===== config.mk =====
export PLATFORM = sky130hd
export DESIGN_NAME = iess_top
export DESIGN_NICKNAME = d
export VERILOG_FILES = /design/src/verilog/iess_pkg.sv /design/src/verilog/iess_line_if.sv /design/src/verilog/iess_sync.sv /design/src/verilog/iess_spike_filter.sv /design/src/verilog/iess_top.sv
export SDC_FILE = /design/constraint.sdc
export NUM_CORES = 1
export LEC_CHECK = 0
export BUFFER_PORTS_ARGS = -buffer_cell sky130_fd_sc_hd__buf_2
export CORE_MARGIN = 2
export CORE_UTILIZATION = 58
export CTS_CLUSTER_DIAMETER = 60
export CTS_CLUSTER_SIZE = 14
export DETAILED_ROUTE_END_ITERATION = 8
export GPL_TIMING_DRIVEN = 0
export PLACE_DENSITY_LB_ADDON = 0.12
export SKIP_LAST_GASP = 1
export SLEW_MARGIN = 30
export SYNTH_ARGS = -nofsm -noshare
export SYNTH_HDL_FRONTEND = slang
export SYNTH_HIERARCHICAL = 1
export SYNTH_SLANG_ARGS = --single-unit

===== constraint.sdc =====
create_clock -name aclk -period 3 [get_ports aclk]
set_input_delay 0.3 -clock aclk [delete_from_list [all_inputs] [get_ports aclk]]
set_output_delay 0.3 -clock aclk [all_outputs]
set_load 0.03 [all_outputs]

===== src/verilog/iess_pkg.sv =====
// Constants and types for the enable-status and spike-filter block
//
// Notes on behaviour
// - Disable during slave receive after one full data byte: set lost
// - Stop before NACK does not clear busy or lost
// - Disable during slave address or receive: busy
// - Busy flag means the slave was engaged when disabled
// - Busy flag zero if idle or master traffic
// - Status bit zero mirrors the enable output
// - Flags stable whenever enable status reads zero
// - Filter line glitches up to spike length
// - Spike length written only while disabled
// - Spike length writes below two store two
package iess_pkg;

  // ----------------------------------------------------------------
  // Register map (byte addresses)
  // ----------------------------------------------------------------
  localparam logic [31:0] ADDR_ENABLE_STATUS = 32'h5000139c;
  localparam logic [31:0] ADDR_SPIKE_LEN = 32'h500013a0;
  localparam logic [31:0] ADDR_CONTROL = 32'h500013a4;
  localparam logic [31:0] ADDR_OWN_ADDR = 32'h500013a8;
  localparam logic [31:0] ADDR_INT_STATUS = 32'h500013ac;
  localparam logic [31:0] ADDR_INT_MASK = 32'h500013b0;

  // ----------------------------------------------------------------
  // Field positions and reset values
  // ----------------------------------------------------------------
  localparam int EN_BIT = 0;
  localparam int BUSY_BIT = 1;
  localparam int LOST_BIT = 2;
  localparam int INT_BUSY_BIT = 0;
  localparam int INT_LOST_BIT = 1;
  localparam logic [7:0] SPIKE_RESET = 8'h01;
  localparam logic [7:0] SPIKE_MIN = 8'h02;
  localparam logic [6:0] OWN_ADDR_RESET = 7'h55;
  localparam logic [3:0] BITS_PER_BYTE = 4'h8;

  // ----------------------------------------------------------------
  // Bus responses
  // ----------------------------------------------------------------
  localparam logic [1:0] RESP_OKAY = 2'h0;
  localparam logic [1:0] RESP_SLVERR = 2'h2;

  // ----------------------------------------------------------------
  // Slave activity tracker
  // ----------------------------------------------------------------
  typedef enum logic [6:0] {
    TRK_IDLE = 7'h01,
    TRK_ADDR = 7'h02,
    TRK_ADDR_ACK = 7'h04,
    TRK_RX = 7'h08,
    TRK_RX_ACK = 7'h10,
    TRK_TX = 7'h20,
    TRK_IGNORE = 7'h40
  } iess_trk_e;

endpackage


===== src/verilog/iess_line_if.sv =====
// Filtered bus lines passed from the spike filter to the tracker
`timescale 1ns/1ns
`default_nettype none
interface iess_line_if;
  logic scl;
  logic sda;
  modport src (output scl, output sda);
  modport dst (input scl, input sda);
endinterface
`default_nettype wire


===== src/verilog/iess_sync.sv =====
// Two-flop synchroniser for inputs from outside the clock domain
`timescale 1ns/1ns
`default_nettype none
module iess_sync #(
  parameter int WIDTH = 2,
  parameter logic [WIDTH-1:0] RESET_VAL = '1
) (
  // Clock and reset
  input wire logic aclk,
  input wire logic aresetn,
  // Lines
  input wire logic [WIDTH-1:0] d,
  output logic [WIDTH-1:0] q
);
  typedef struct packed {
    logic [WIDTH-1:0] s1;
    logic [WIDTH-1:0] s2;
  } iess_sync_s;

  iess_sync_s r;
  iess_sync_s next_r;

  always_comb begin
    next_r.s1 = d;
    next_r.s2 = r.s1;
  end

  always_ff @(posedge aclk) begin
    if (!aresetn) begin
      r <= {RESET_VAL, RESET_VAL};
    end else begin
      r <= next_r;
    end
  end

  assign q = r.s2;
endmodule
`default_nettype wire


===== src/verilog/iess_spike_filter.sv =====
// Spike suppression on the synchronised clock and data lines
`timescale 1ns/1ns
`default_nettype none
module iess_spike_filter #(
  parameter int LEN_W = 8
) (
  // Clock and reset
  input wire logic aclk,
  input wire logic aresetn,
  // Raw lines, already synchronised: bit 1 clock, bit 0 data
  input wire logic [1:0] raw,
  input wire logic [LEN_W-1:0] spike_len,
  // Filtered lines
  iess_line_if.src lines
);
  typedef struct packed {
    logic [1:0] out;
    logic [1:0][LEN_W:0] cnt;
  } iess_filt_s;

  iess_filt_s r;
  iess_filt_s next_r;

  // A level must differ for more than spike_len cycles to pass
  always_comb begin
    next_r = r;
    for (int i = 0; i < 2; i++) begin
      if (raw[i] == r.out[i]) begin
        next_r.cnt[i] = '0;
      end else if (r.cnt[i] >= {1'b0, spike_len}) begin
        next_r.out[i] = raw[i];
        next_r.cnt[i] = '0;
      end else begin
        next_r.cnt[i] = r.cnt[i] + (LEN_W+1)'(1);
      end
    end
  end

  always_ff @(posedge aclk) begin
    if (!aresetn) begin
      r <= '{out: 2'h3, cnt: '0};
    end else begin
      r <= next_r;
    end
  end

  assign lines.scl = r.out[1];
  assign lines.sda = r.out[0];
endmodule
`default_nettype wire


===== src/verilog/iess_top.sv =====
// Enable status, disable-while-busy flags and spike filter of a
// two-wire bus controller, with an AXI4-Lite register slave
//
// Register access over AXI4-Lite was left to the implementer.
`timescale 1ns/1ns
`default_nettype none
module iess_top
  import iess_pkg::*;
(
  // Clock and reset
  input wire logic aclk,
  input wire logic aresetn,
  // AXI4-Lite write address
  input wire logic [31:0] s_axi_awaddr,
  input wire logic s_axi_awvalid,
  output logic s_axi_awready,
  // AXI4-Lite write data
  input wire logic [31:0] s_axi_wdata,
  input wire logic [3:0] s_axi_wstrb,
  input wire logic s_axi_wvalid,
  output logic s_axi_wready,
  // AXI4-Lite write response
  output logic [1:0] s_axi_bresp,
  output logic s_axi_bvalid,
  input wire logic s_axi_bready,
  // AXI4-Lite read address
  input wire logic [31:0] s_axi_araddr,
  input wire logic s_axi_arvalid,
  output logic s_axi_arready,
  // AXI4-Lite read data
  output logic [31:0] s_axi_rdata,
  output logic [1:0] s_axi_rresp,
  output logic s_axi_rvalid,
  input wire logic s_axi_rready,
  // Two-wire bus pins
  input wire logic scl_i,
  input wire logic sda_i,
  output logic sda_o,
  output logic sda_oe,
  // Controller side
  output logic enable_out,
  output logic irq
);

  // ----------------------------------------------------------------
  // State
  // ----------------------------------------------------------------
  typedef struct packed {
    logic [31:0] awaddr;
    logic aw_held;
    logic awready;
    logic [31:0] wdata;
    logic [3:0] wstrb;
    logic w_held;
    logic wready;
    logic bvalid;
    logic [1:0] bresp;
    logic arready;
    logic rvalid;
    logic [31:0] rdata;
    logic [1:0] rresp;
    logic ctrl_en;
    logic en_status;
    logic [7:0] spike_len;
    logic [6:0] own_addr;
    logic busy_flag;
    logic lost_flag;
    logic [1:0] int_status;
    logic [1:0] int_mask;
    logic irq;
    iess_trk_e trk;
    logic [3:0] bits;
    logic [7:0] shift;
    logic matched;
    logic rx_got;
    logic sda_oe;
    logic scl_d;
    logic sda_d;
  } iess_top_s;

  iess_top_s r;
  iess_top_s next_r;

  logic [1:0] raw_sync;
  iess_line_if lines ();

  // ----------------------------------------------------------------
  // Line input path
  // ----------------------------------------------------------------
  iess_sync #(.WIDTH(2), .RESET_VAL(2'h3)) u_sync (
    .aclk(aclk),
    .aresetn(aresetn),
    .d({scl_i, sda_i}),
    .q(raw_sync)
  );

  iess_spike_filter #(.LEN_W(8)) u_filter (
    .aclk(aclk),
    .aresetn(aresetn),
    .raw(raw_sync),
    .spike_len(r.spike_len),
    .lines(lines)
  );

  // ----------------------------------------------------------------
  // Helpers
  // ----------------------------------------------------------------
  // Tracker states in which the slave side is engaged
  function automatic logic slave_engaged(input iess_trk_e s);
    return s inside {TRK_ADDR, TRK_ADDR_ACK, TRK_RX, TRK_RX_ACK};
  endfunction

  function automatic logic mapped(input logic [31:0] a);
    return a inside {ADDR_ENABLE_STATUS, ADDR_SPIKE_LEN, ADDR_CONTROL,
                     ADDR_OWN_ADDR, ADDR_INT_STATUS, ADDR_INT_MASK};
  endfunction

  // Upper bits stay zero in every word
  function automatic logic [31:0] read_word(input logic [31:0] a,
                                            input iess_top_s s);
    logic [31:0] v;
    v = '0;
    unique case (a)
      ADDR_ENABLE_STATUS: begin
        v[EN_BIT] = s.en_status;
        v[BUSY_BIT] = s.busy_flag;
        v[LOST_BIT] = s.lost_flag;
      end
      ADDR_SPIKE_LEN: v[7:0] = s.spike_len;
      ADDR_CONTROL: v[0] = s.ctrl_en;
      ADDR_OWN_ADDR: v[6:0] = s.own_addr;
      ADDR_INT_STATUS: v[1:0] = s.int_status;
      ADDR_INT_MASK: v[1:0] = s.int_mask;
      default: v = '0;
    endcase
    return v;
  endfunction

  // ----------------------------------------------------------------
  // Next state
  // ----------------------------------------------------------------
  logic scl_rise;
  logic scl_fall;
  logic start_cond;
  logic stop_cond;
  logic do_write;
  logic disable_edge;
  logic ev_busy;
  logic ev_lost;

  always_comb begin
    next_r = r;
    scl_rise = lines.scl && !r.scl_d;
    scl_fall = !lines.scl && r.scl_d;
    start_cond = lines.scl && r.scl_d && r.sda_d && !lines.sda;
    stop_cond = lines.scl && r.scl_d && !r.sda_d && lines.sda;
    do_write = r.aw_held && r.w_held && !r.bvalid;
    disable_edge = 1'b0;
    ev_busy = 1'b0;
    ev_lost = 1'b0;
    next_r.scl_d = lines.scl;
    next_r.sda_d = lines.sda;

    // Write address and data are taken in either order
    if (s_axi_awvalid && r.awready) begin
      next_r.awaddr = s_axi_awaddr;
      next_r.aw_held = 1'b1;
    end
    if (s_axi_wvalid && r.wready) begin
      next_r.wdata = s_axi_wdata;
      next_r.wstrb = s_axi_wstrb;
      next_r.w_held = 1'b1;
    end
    if (r.bvalid && s_axi_bready) begin
      next_r.bvalid = 1'b0;
    end
    if (do_write) begin
      next_r.aw_held = 1'b0;
      next_r.w_held = 1'b0;
      next_r.bvalid = 1'b1;
      next_r.bresp = mapped(r.awaddr) ? RESP_OKAY : RESP_SLVERR;
      if (r.wstrb[0]) begin
        unique case (r.awaddr)
          ADDR_CONTROL: begin
            next_r.ctrl_en = r.wdata[0];
            disable_edge = r.ctrl_en && !r.wdata[0];
          end
          ADDR_SPIKE_LEN: begin
            if (!r.ctrl_en) begin
              next_r.spike_len = (r.wdata[7:0] < SPIKE_MIN) ?
                                 SPIKE_MIN : r.wdata[7:0];
            end
          end
          ADDR_OWN_ADDR: next_r.own_addr = r.wdata[6:0];
          ADDR_INT_STATUS: next_r.int_status = r.int_status & ~r.wdata[1:0];
          ADDR_INT_MASK: next_r.int_mask = r.wdata[1:0];
          default: next_r.ctrl_en = r.ctrl_en;
        endcase
      end
    end
    next_r.awready = !next_r.aw_held;
    next_r.wready = !next_r.w_held;

    // Read channel: one read at a time
    if (r.rvalid && s_axi_rready) begin
      next_r.rvalid = 1'b0;
    end
    if (s_axi_arvalid && r.arready) begin
      next_r.rvalid = 1'b1;
      next_r.rdata = read_word(s_axi_araddr, r);
      next_r.rresp = mapped(s_axi_araddr) ? RESP_OKAY : RESP_SLVERR;
    end
    next_r.arready = !next_r.rvalid;

    // Flags are captured at the instant the enable is cleared, so a
    // later stop from the remote master cannot wipe them
    if (disable_edge) begin
      ev_busy = slave_engaged(r.trk);
      ev_lost = (r.trk inside {TRK_RX, TRK_RX_ACK}) && r.rx_got;
      next_r.busy_flag = ev_busy;
      next_r.lost_flag = ev_lost;
    end
    if (!r.ctrl_en && next_r.ctrl_en) begin
      next_r.en_status = 1'b1;
    end else if (!r.ctrl_en && !slave_engaged(r.trk)) begin
      // Enable output stays up until a forced NACK or a stop ends engagement
      next_r.en_status = 1'b0;
    end

    // Slave activity tracker
    if (start_cond) begin
      next_r.trk = TRK_ADDR;
      next_r.bits = '0;
      next_r.rx_got = 1'b0;
      next_r.sda_oe = 1'b0;
    end else if (stop_cond) begin
      next_r.trk = TRK_IDLE;
      next_r.sda_oe = 1'b0;
    end else begin
      unique case (r.trk)
        TRK_IDLE, TRK_TX, TRK_IGNORE: next_r.trk = r.trk;
        TRK_ADDR, TRK_RX: begin
          if (scl_rise) begin
            next_r.shift = {r.shift[6:0], lines.sda};
            next_r.bits = r.bits + 4'h1;
            if (r.trk == TRK_RX && r.bits == BITS_PER_BYTE - 4'h1) begin
              next_r.rx_got = 1'b1;
            end
          end else if (scl_fall && r.bits == BITS_PER_BYTE) begin
            next_r.bits = '0;
            if (r.trk == TRK_ADDR) begin
              next_r.trk = TRK_ADDR_ACK;
              next_r.matched = r.shift[7:1] == r.own_addr;
              next_r.sda_oe = r.ctrl_en && r.shift[7:1] == r.own_addr;
            end else begin
              next_r.trk = TRK_RX_ACK;
              next_r.sda_oe = r.ctrl_en;
            end
          end
        end
        TRK_ADDR_ACK: begin
          if (scl_fall) begin
            next_r.sda_oe = 1'b0;
            if (!r.matched || !r.sda_oe) begin
              next_r.trk = TRK_IGNORE;
            end else begin
              next_r.trk = r.shift[0] ? TRK_TX : TRK_RX;
            end
          end
        end
        TRK_RX_ACK: begin
          if (scl_fall) begin
            next_r.sda_oe = 1'b0;
            next_r.trk = r.sda_oe ? TRK_RX : TRK_IGNORE;
          end
        end
      endcase
    end

    // Interrupt: set wins over a clear in the same cycle
    if (ev_busy) begin
      next_r.int_status[INT_BUSY_BIT] = 1'b1;
    end
    if (ev_lost) begin
      next_r.int_status[INT_LOST_BIT] = 1'b1;
    end
    next_r.irq = |(next_r.int_status & next_r.int_mask);
  end

  // ----------------------------------------------------------------
  // Registers
  // ----------------------------------------------------------------
  always_ff @(posedge aclk) begin
    if (!aresetn) begin
      r <= '0;
      r.awready <= 1'b1;
      r.wready <= 1'b1;
      r.arready <= 1'b1;
      r.spike_len <= SPIKE_RESET;
      r.own_addr <= OWN_ADDR_RESET;
      r.trk <= TRK_IDLE;
      r.scl_d <= 1'b1;
      r.sda_d <= 1'b1;
    end else begin
      r <= next_r;
    end
  end

  // ----------------------------------------------------------------
  // Outputs
  // ----------------------------------------------------------------
  assign s_axi_awready = r.awready;
  assign s_axi_wready = r.wready;
  assign s_axi_bvalid = r.bvalid;
  assign s_axi_bresp = r.bresp;
  assign s_axi_arready = r.arready;
  assign s_axi_rvalid = r.rvalid;
  assign s_axi_rdata = r.rdata;
  assign s_axi_rresp = r.rresp;
  // Open drain: the pin value is always low, only the enable moves
  assign sda_o = r.shift[0] & 1'b0;
  assign sda_oe = r.sda_oe;
  assign enable_out = r.en_status;
  assign irq = r.irq;

endmodule
`default_nettype wire


==> impl_metrics.toml, run 1 <==
[synth]
synth_flop_cell = "dfxtp_1"
netlist_top_cells_area = "dfxtp_1 41%, nand2_1 7.3%, a21boi_0 5.2%, mux2i_1 4.8%, buf_4 4.3%"
ys_async_sr_fraction_pct = 0
synth-edff-count = 0
syn-mean-instance-area_um2 = 8.660
syn_inst = 740
synth.most_common_cell = "dfxtp_1"
synth_top_area_share_pct = 40.61
ys_types = 62
yosysWarnings = 6
synth_top_area_cell = "dfxtp_1"
ys_seq_elements = 130
synth_common_cells = "130 x dfxtp_1, 125 x nand2_1, 48 x nor2_1"
seq_area_frac_synth_pct = 40.61
synth_area_mm2 = 0.006409

[hold_path]
hold_class = "input pin to flip-flop"
worstHoldPathCells = 3

[clock_network]
cts_resized = 0
clock_latency_ns = 0.54
clock_sinks = 130
cts_max_level = 4
cts_tree = "done"
clk_pin_slew_ns = 0.06
root_buffer = "clkbuf_8"
cts_buffer_depth = 2
cts_made_buffers = 17

[die]
core.rowCount = 38
num_io_pins = 154
die_w_um = 109.1
fp.coreArea_mm2 = 0.01079
die_y_um = 109.1
start_util_pct = 59.38
die-area_mm2 = 0.01191

[sta]
setup_viol = 0
skew_ns = 0.007875
grt_setup_unrepaired = "no"
post-route-min-period_ns = 2.559
tightest_slew_ns = 0.8247
fin_crit_sh_pct = 85.30
timing.slew.headroom_pct = 45.02
whs_ns = 0.01620
slew_violations = 0
hold_viol = 0
fmax_ghz = 0.3908
fin_setup_tns_ns = 0

[route]
ant_nets = 0
routed-wl-met2_um = 7681
wl_met3_um = 794
vias = 5624
top_layer = "met4"
wl_met1_um = 6178
viasPerCell = 5.361
wl_per_cell_um = 14.33
drt_iter0_drc = 352
drcViolationCount = 0
routed_wl_um = 15030
drtPass1Iterations = 5

[setup_path]
cp.required_ns = 3.42
cp.arrival_ns = 2.98
reg2reg_slack_ns = 0.44
critPathLaunchType = "flip-flop"
critPathKind = "flip-flop to flip-flop"
path_max_fanout = 5
crit_path_end_kind = "flip-flop"
rr_worst_depth = 6

[pwr]
max-vdd-ir-drop_mv = 0.5137
power_density_mw_per_mm2 = 588.3
p_leak_nw = 3.411

[final_layout]
drive_above_1_share_pct = 21.01
n_antenna_cell = 0
area_delta_synth_final_pct = 22.86
seqCellArea_mm2 = 0.002603
fillers = 809
multiInputGateArea_mm2 = 0.003418
layout.nets = 1025

[grt]
grt_start_max_net_pins = 17
grt.total_usage_pct = 26.34
overflow = 0
grt_pass1_vias = 5371
grt_antenna_before_repair = 0
grt_pass1_wl_um = 24380

[place]
numPortBuffers = 99
hpwl_um = 11360
gp_congestion = 0.8902

[run_status]
outcome = "finished, final reports clean"

[run]
cap_violations = 0
==> power breakdown <==
part | switching (mW) | total, mW | internal (mW)
Sequential | 0.0889 | 1.90 | 1.81
Clock | 0.759 | 1.98 | 1.22
Combinational | 0.449 | 0.746 | 0.298
Total | 1.30 | 4.63 | 3.34
==> per-layer routing <==
metal  vias up  track usage, %
li1       2801               -
met1      2615           30.30
met2       172           45.79
met3        36           7.053
met4         0           11.45
met5         -               0
==> worst paths after layout <==
check              startpoint     endpoint
min           s_axi_awaddr[7]       r[134]
min reg2reg  u_sync/next_r[1]  u_sync/q[1]
max                    r[127]        r[29]
max reg2reg            r[127]        r[29]
==> sequential cells by signal, indices dropped and copies added, names as in the netlist <==
signal	count
s_axi_wready	1
s_axi_rvalid	1
s_axi_bvalid	1
s_axi_arready	1
s_axi_bresp	1
enable_out	1
u_filter/r	18
s_axi_awready	1
sda_oe	1
u_sync/next_r	2
irq	1
u_sync/q	2
u_filter/lines.sda	1
r	88
s_axi_rdata	8
u_filter/lines.scl	1
s_axi_rresp	1
==> logic make-up (layout without fill, tap and decap cells) <==
| logic type | Yosys count | after routing | share of synthesized area, % |
|---|---|---|---|
| adders and majority gates | 20 | 20 | 3.905 |
| and+or+nand+nor | 318 | 318 | 25.46 |
| AOI/OAI and AO/OA | 121 | 121 | 13.37 |
| DFF | 130 | 130 | 40.61 |
| buffers and inverters | 89 | 232 | 7.575 |
| xor gates and xnor gates | 28 | 28 | 3.827 |
| other | 1 | 27 | 0.05851 |
| muxes | 33 | 33 | 5.193 |
==> cells in the final DEF, fill, tap and decap left out, types with 5 or more instances in the layout <==
master | netlist | routed
a21boi_0 | 44 | 44
a21oi_1 | 18 | 18
a22oi_1 | 6 | 6
and2_1 | 13 | 13
buf_2 | 4 | 103
buf_4 | 37 | 37
clkbuf_1 | 20 | 21
clkbuf_16 | 0 | 16
conb_1 | 1 | 27
dfxtp_1 | 130 | 130
dlygate4sd3_1 | 0 | 12
ha_1 | 20 | 20
inv_1 | 25 | 25
mux2i_1 | 31 | 31
nand2_1 | 125 | 125
nand2b_1 | 10 | 10
nand3_1 | 18 | 18
nand3b_1 | 5 | 5
nand4_1 | 12 | 12
nor2_1 | 48 | 48
nor2b_1 | 33 | 33
nor3_1 | 6 | 6
nor4_1 | 11 | 11
o21ai_0 | 22 | 22
xnor2_1 | 7 | 7
xor2_1 | 21 | 21
==> layout make-up <==
type,instances,share of cell area (%)
clock buffers,20,5.657
well taps,140,2.225
repair buffers,111,7.818
plain buffers,64,4.974
clock inverters,12,1.669
inverters,25,1.192
flip-flops and latches,130,33.05
multi-input cells,547,43.41
==> metrics by stage <==
stage / power (mW) / instance area [µm²] / std cells / setup WS, ns / utilization, %
floorplan: 2.444 / 6506 / 766 / 0.7062 / -
global placement: 2.626 / 7177 / 1005 / 0.5352 / 66.50
detailed placement: 2.649 / 7177 / 1005 / 0.5214 / 66.50
CTS: 4.649 / 7874 / 1049 / 0.4985 / 72.95
global route: 4.830 / 7874 / 1049 / 0.1874 / 72.95
finish: 4.632 / 7874 / 1049 / 0.4411 / 72.95
==> what timing repair did <==
action                                  CTS  global route
endpoints found under the setup margin    0             0
endpoints found under the hold margin    12             0
hold buffers                             12             0
setup buffers                             0             0
==> worst max-delay path, cell delays in order (launching register included) <==
cell     delay (ns)
dfxtp_1        0.31
nor4b_1        0.53
nand4_1        0.24
or2_2          0.39
nor4_1         0.61
nand2_1        0.21
mux2i_1        0.15
Note: power is estimated with default switching activity, not from simulation.
==> inputs of run 2 (changes only) <==
--- a/config.mk
+++ b/config.mk
@@ -13,6 +13,7 @@
 export DETAILED_ROUTE_END_ITERATION = 8
 export GPL_TIMING_DRIVEN = 0
 export PLACE_DENSITY_LB_ADDON = 0.12
+export RECOVER_POWER = 50
 export SKIP_LAST_GASP = 1
 export SLEW_MARGIN = 30
 export SYNTH_ARGS = -nofsm -noshare
==> run 2 against run 1 <==
Setup slack better by 0.0032 ns; total power is 0.10% lower; largest power group unchanged; clock power hardly changed; largest cell class unchanged; critical path depth stayed put.
==> impl_metrics.toml, run 2 (synthesis gave the netlist of run 1 again) <==
[run_status]
outcome = "finished, final reports clean"

[final_layout]
final_common_cell = "dfxtp_1"
n_antenna_cell = 0
drive_above_1_share_pct = 18.81
area_delta_synth_final_pct = 22.43
largest_register_ffs = 88
layout.nets = 1025
final_cell_mix = "130 x dfxtp_1, 125 x nand2_1, 84 x buf_2, 48 x nor2_1, 44 x a21boi_0"
largest_register = "r"

[place]
pre_cts_ws_ns = 0.5214
gp_congestion = 0.8902
hpwl_um = 11360
numPortBuffers = 99

[die]
core.rowCount = 38
num_io_pins = 154
die_w_um = 109.1
fp.coreArea_mm2 = 0.01079
die-area_mm2 = 0.01191
start_util_pct = 59.38
die_y_um = 109.1

[route]
drt_iter0_drc = 353
routed_wl_um = 15050
ant_nets = 0
viasPerCell = 5.333
drtPass1Iterations = 5
wl_per_cell_um = 14.35
vias = 5594
drcViolationCount = 0

[setup_path]
cp.required_ns = 3.42
cp_num_buf_inv = 0
crit_path_top_delay_cell = "nor4_1"
critPathLaunchType = "flip-flop"
critPathMaxStageDelay_ns = 0.61
cp.arrival_ns = 2.98
critical_path.top_delay_family = "simple AND/OR/NAND/NOR gates"
crit_chain = "nor4b_1 > nand4_1 > or2_2 > nor4_1 > nand2_1 > mux2i_1"
path_max_fanout = 5
crit_path_end_kind = "flip-flop"
critPathKind = "flip-flop to flip-flop"

[sta]
worst_slack_ns = 0.4443
fmax_ghz = 0.3913
fin_crit_sh_pct = 85.19
fin_setup_tns_ns = 0
grt_setup_unrepaired = "no"
tightest_slew_ns = 0.8134
skew_ns = 0.007526
setup_viol = 0
slew_violations = 0
post-route-min-period_ns = 2.556
timing.slew.headroom_pct = 45.77
hold_viol = 0

[clock_network]
cts_tree = "done"
root_buffer = "clkbuf_8"
clock_latency_ns = 0.53
clock_sinks = 130
post-cts-setup-buffer-count = 0
cts_buffer_depth = 2
cts_hold_buf = 12
cts_max_level = 4
clk_pin_slew_ns = 0.06
cts_made_buffers = 17
cts_resized = 0

[pwr]
power_density_mw_per_mm2 = 589.8
p_leak_nw = 3.335
max-vdd-ir-drop_mv = 0.5139

[grt]
grt_pass1_vias = 5371
grt_start_max_net_pins = 17
overflow = 0
grt_antenna_before_repair = 0
grt_pass1_wl_um = 24380
grt.total_usage_pct = 26.34

[run]
cap_violations = 0

[hold_path]
hold_class = "input pin to flip-flop"
## run 2: power breakdown
group          switching (mW)  internal (mW)
logic                   0.450          0.295
clock network           0.755           1.22
registers              0.0899           1.81
total                    1.29           3.33
## run 2: per-stage QoR
step / total power [mW] / cells / utilization, % / instance area (µm²) / hold WS (ns)
2_1_floorplan: 2.444 / 766 / - / 6506 / 0.3730
3_3_place_gp: 2.626 / 1005 / 66.50 / 7177 / 0.3990
3_5_place_dp: 2.649 / 1005 / 66.50 / 7177 / 0.4009
4_1_cts: 4.649 / 1049 / 72.95 / 7874 / 0.0004471
5_1_grt: 4.828 / 1049 / 72.70 / 7846 / 0.002286
6_report: 4.628 / 1049 / 72.70 / 7846 / 0.01857
## run 2: worst reg2reg max path, cell delays in order (launching register included)
cell and delay (ns):
dfxtp_1 0.31, nor4b_1 0.53, nand4_1 0.24, or2_2 0.39, nor4_1 0.61, nand2_1 0.21
mux2i_1 0.15
## run 2: path summary, 6_finish.rpt
check                           slack [ns]          end             start  depth (start not counted)
worst min register to register        0.42  u_sync/q[1]  u_sync/next_r[1]                          1
worst max register to register        0.44        r[29]            r[127]                          6
worst max-delay path                  0.44        r[29]            r[127]                          6
worst min-delay path                  0.02       r[140]  s_axi_awaddr[13]                          3
## run 2: area by class of cell
class | instances | area [µm²]
multi-input cells | 547 | 3415
plain buffers | 64 | 391.6
clock inverters | 12 | 131.4
clock buffers | 20 | 445.4
inverters | 25 | 93.84
flip-flops and latches | 130 | 2603
fillers | 815 | 2947
well taps | 140 | 175.2
repair buffers | 111 | 591.8
## run 2: metal layers
layer / share of wire (%) / vias to the layer above / routed length, µm / GRT usage, %
met3: 5.0 / 29 / 760 / 7.053
met1: 42 / 2601 / 6287 / 30.30
met4: 2.4 / 0 / 360 / 11.45
li1: - / 2800 / - / -
met2: 51 / 164 / 7644 / 45.79
met5: 0 / - / 0 / 0
==> inputs of run 3 (changes only) <==
--- a/config.mk
+++ b/config.mk
@@ -6,6 +6,7 @@
 export NUM_CORES = 1
 export LEC_CHECK = 0
 export BUFFER_PORTS_ARGS = -buffer_cell sky130_fd_sc_hd__buf_2
+export CORE_ASPECT_RATIO = 1.1
 export CORE_MARGIN = 2
 export CORE_UTILIZATION = 58
 export CTS_CLUSTER_DIAMETER = 60
==> run 3 against run 2 <==
Core utilization is 1.3 points lower; flip-flop and latch count unchanged; global-route usage shrank 1.0 points; non-clock buffer count is 12 lower; register-to-register slack is essentially flat; wire length is 0.98% lower; total power rose by 1.4%; highest routed layer unchanged.
==> impl_metrics.toml, run 3 (synthesis gave the netlist of run 1 again) <==
[place]
numPortBuffers = 99
place_area_mm2 = 0.007186
dp.cells = 1012
gp_congestion = 0.8736
hpwl_um = 11270

[setup_path]
crit_path_top_delay_cell = "nor4_1"
critPathLaunchType = "flip-flop"
critPathMaxStageDelay_ns = 0.65
crit_chain = "nor4b_1 > nand4_1 > or2_2 > nor4_1 > nand2_1 > mux2i_1"
crit_path_end_kind = "flip-flop"
critPathKind = "flip-flop to flip-flop"
path_max_fanout = 5
cp.required_ns = 3.30
cp.arrival_ns = 2.85
r2r-start = "r[127]"
rr_worst_depth = 6
endpoint = "r[30]"
reg2reg_slack_ns = 0.44
worst_r2r_endpoint = "r[30]"
crit_start = "r[127]"

[die]
die_y_um = 114.2
die-area_mm2 = 0.01191
start_util_pct = 59.01
die_w_um = 104.2
num_io_pins = 154
fp.coreArea_mm2 = 0.01086
core.rowCount = 40

[sta]
fin_crit_sh_pct = 85.18
slew_violations = 0
post-route-min-period_ns = 2.555
tightest_slew_ns = 0.7535
setup_viol = 0
skew_ns = 0.007012
timing.slew.headroom_pct = 49.77
whs_ns = 0.06624
grt_setup_unrepaired = "no"
fin_setup_tns_ns = 0
hold_viol = 0
fmax_ghz = 0.3913

[final_layout]
final_common_cell = "dfxtp_1"
largest_register = "r"
layout.nets = 1013
final_cells = 1043
n_antenna_cell = 0
drive_above_1_share_pct = 18.97
area_delta_synth_final_pct = 21.03
fillers = 888
seqCellArea_mm2 = 0.002603
multiInputGateArea_mm2 = 0.003418
final_cell_mix = "130 x dfxtp_1, 125 x nand2_1, 84 x buf_2, 48 x nor2_1, 44 x a21boi_0"
largest_register_ffs = 88
postLayoutCellArea_mm2 = 0.007756

[route]
wl_met3_um = 613
vias = 5484
wl_per_cell_um = 14.29
top_layer = "met4"
ant_nets = 0
drt_iter0_drc = 285
viasPerCell = 5.258
routed_wl_um = 14910
drcViolationCount = 0
drtPass1Iterations = 4
routed-wl-met2_um = 7750
wl_met1_um = 6284

[clock_network]
post-cts-setup-buffer-count = 0
cts_buffer_depth = 2
cts_made_buffers = 17
clock_sinks = 130
cts_hold_buf = 0
clk_pin_slew_ns = 0.05
cts_max_level = 4
root_buffer = "clkbuf_16"
clock_latency_ns = 0.41
cts_resized = 0
cts_tree = "done"

[grt]
grt_pass1_wl_um = 24050
grt.total_usage_pct = 25.31
overflow = 0
grt_antenna_before_repair = 0
grt_start_max_net_pins = 17
grt_pass1_vias = 5221

[pwr]
power_mw = 4.690
p_leak_nw = 3.301
max-vdd-ir-drop_mv = 0.3988
power_density_mw_per_mm2 = 604.7

[run_status]
outcome = "finished, final reports clean"

[hold_path]
hold_class = "input pin to flip-flop"

[run]
cap_violations = 0
## run 3: changes by cell type in the layout (fill, tap and decap cells not counted), sizes merged
cell / delta
clkinvlp: -2
bufinv: +1
inv: -1
dlygate4sd3: -12
clkbuf: +1
## run 3: worst min path at each step
stage | slack, ns | to | cells past startpoint | from
global placement | 0.39 | u_sync/q[0] | 1 | u_sync/next_r[0]
detailed placement | 0.40 | u_sync/q[0] | 1 | u_sync/next_r[0]
CTS | 0.05 | u_sync/next_r[0] | 2 | sda_i
finish | 0.07 | u_sync/next_r[0] | 2 | sda_i
global route | 0.08 | u_sync/next_r[0] | 2 | sda_i
floorplan | 0.37 | u_sync/next_r[0] | 1 | aresetn
## run 3: area by class of cell
type | instances | area share [%]
buffer | 64 | 5.049
clock buffer | 21 | 5.936
clock inverter | 10 | 1.726
inverter | 25 | 1.210
multi-input combinational | 547 | 44.07
sequential | 130 | 33.55
tap | 147 | 2.371
timing repair buffer | 99 | 6.082
## run 3: report_power, final
part	total, mW	internal [mW]	switching [mW]
Sequential	1.91	1.81	0.0912
Clock	2.07	1.34	0.730
Combinational	0.715	0.285	0.431
## run 3: critical path: cells and delay by family, from the launching register on
kind          cells  cell delay [ns]
simple gates      5             1.96
mux               1             0.17
flops             1             0.31
## run 3: stage by stage
stage	utilization (%)	setup WS, ns
after global placement	66.16	0.5174
final	71.42	0.4446
after detailed placement	66.16	0.4981
after global routing	71.42	0.2864
after floorplan	-	0.7062
after CTS	71.64	0.4211
## run 3: layer usage
| metal | up-vias | GRT usage (%) |
|---|---|---|
| li1 | 2763 | - |
| met1 | 2592 | 28.70 |
| met2 | 113 | 46.01 |
| met3 | 16 | 6.033 |
| met4 | 0 | 10.18 |
| met5 | - | 0 |
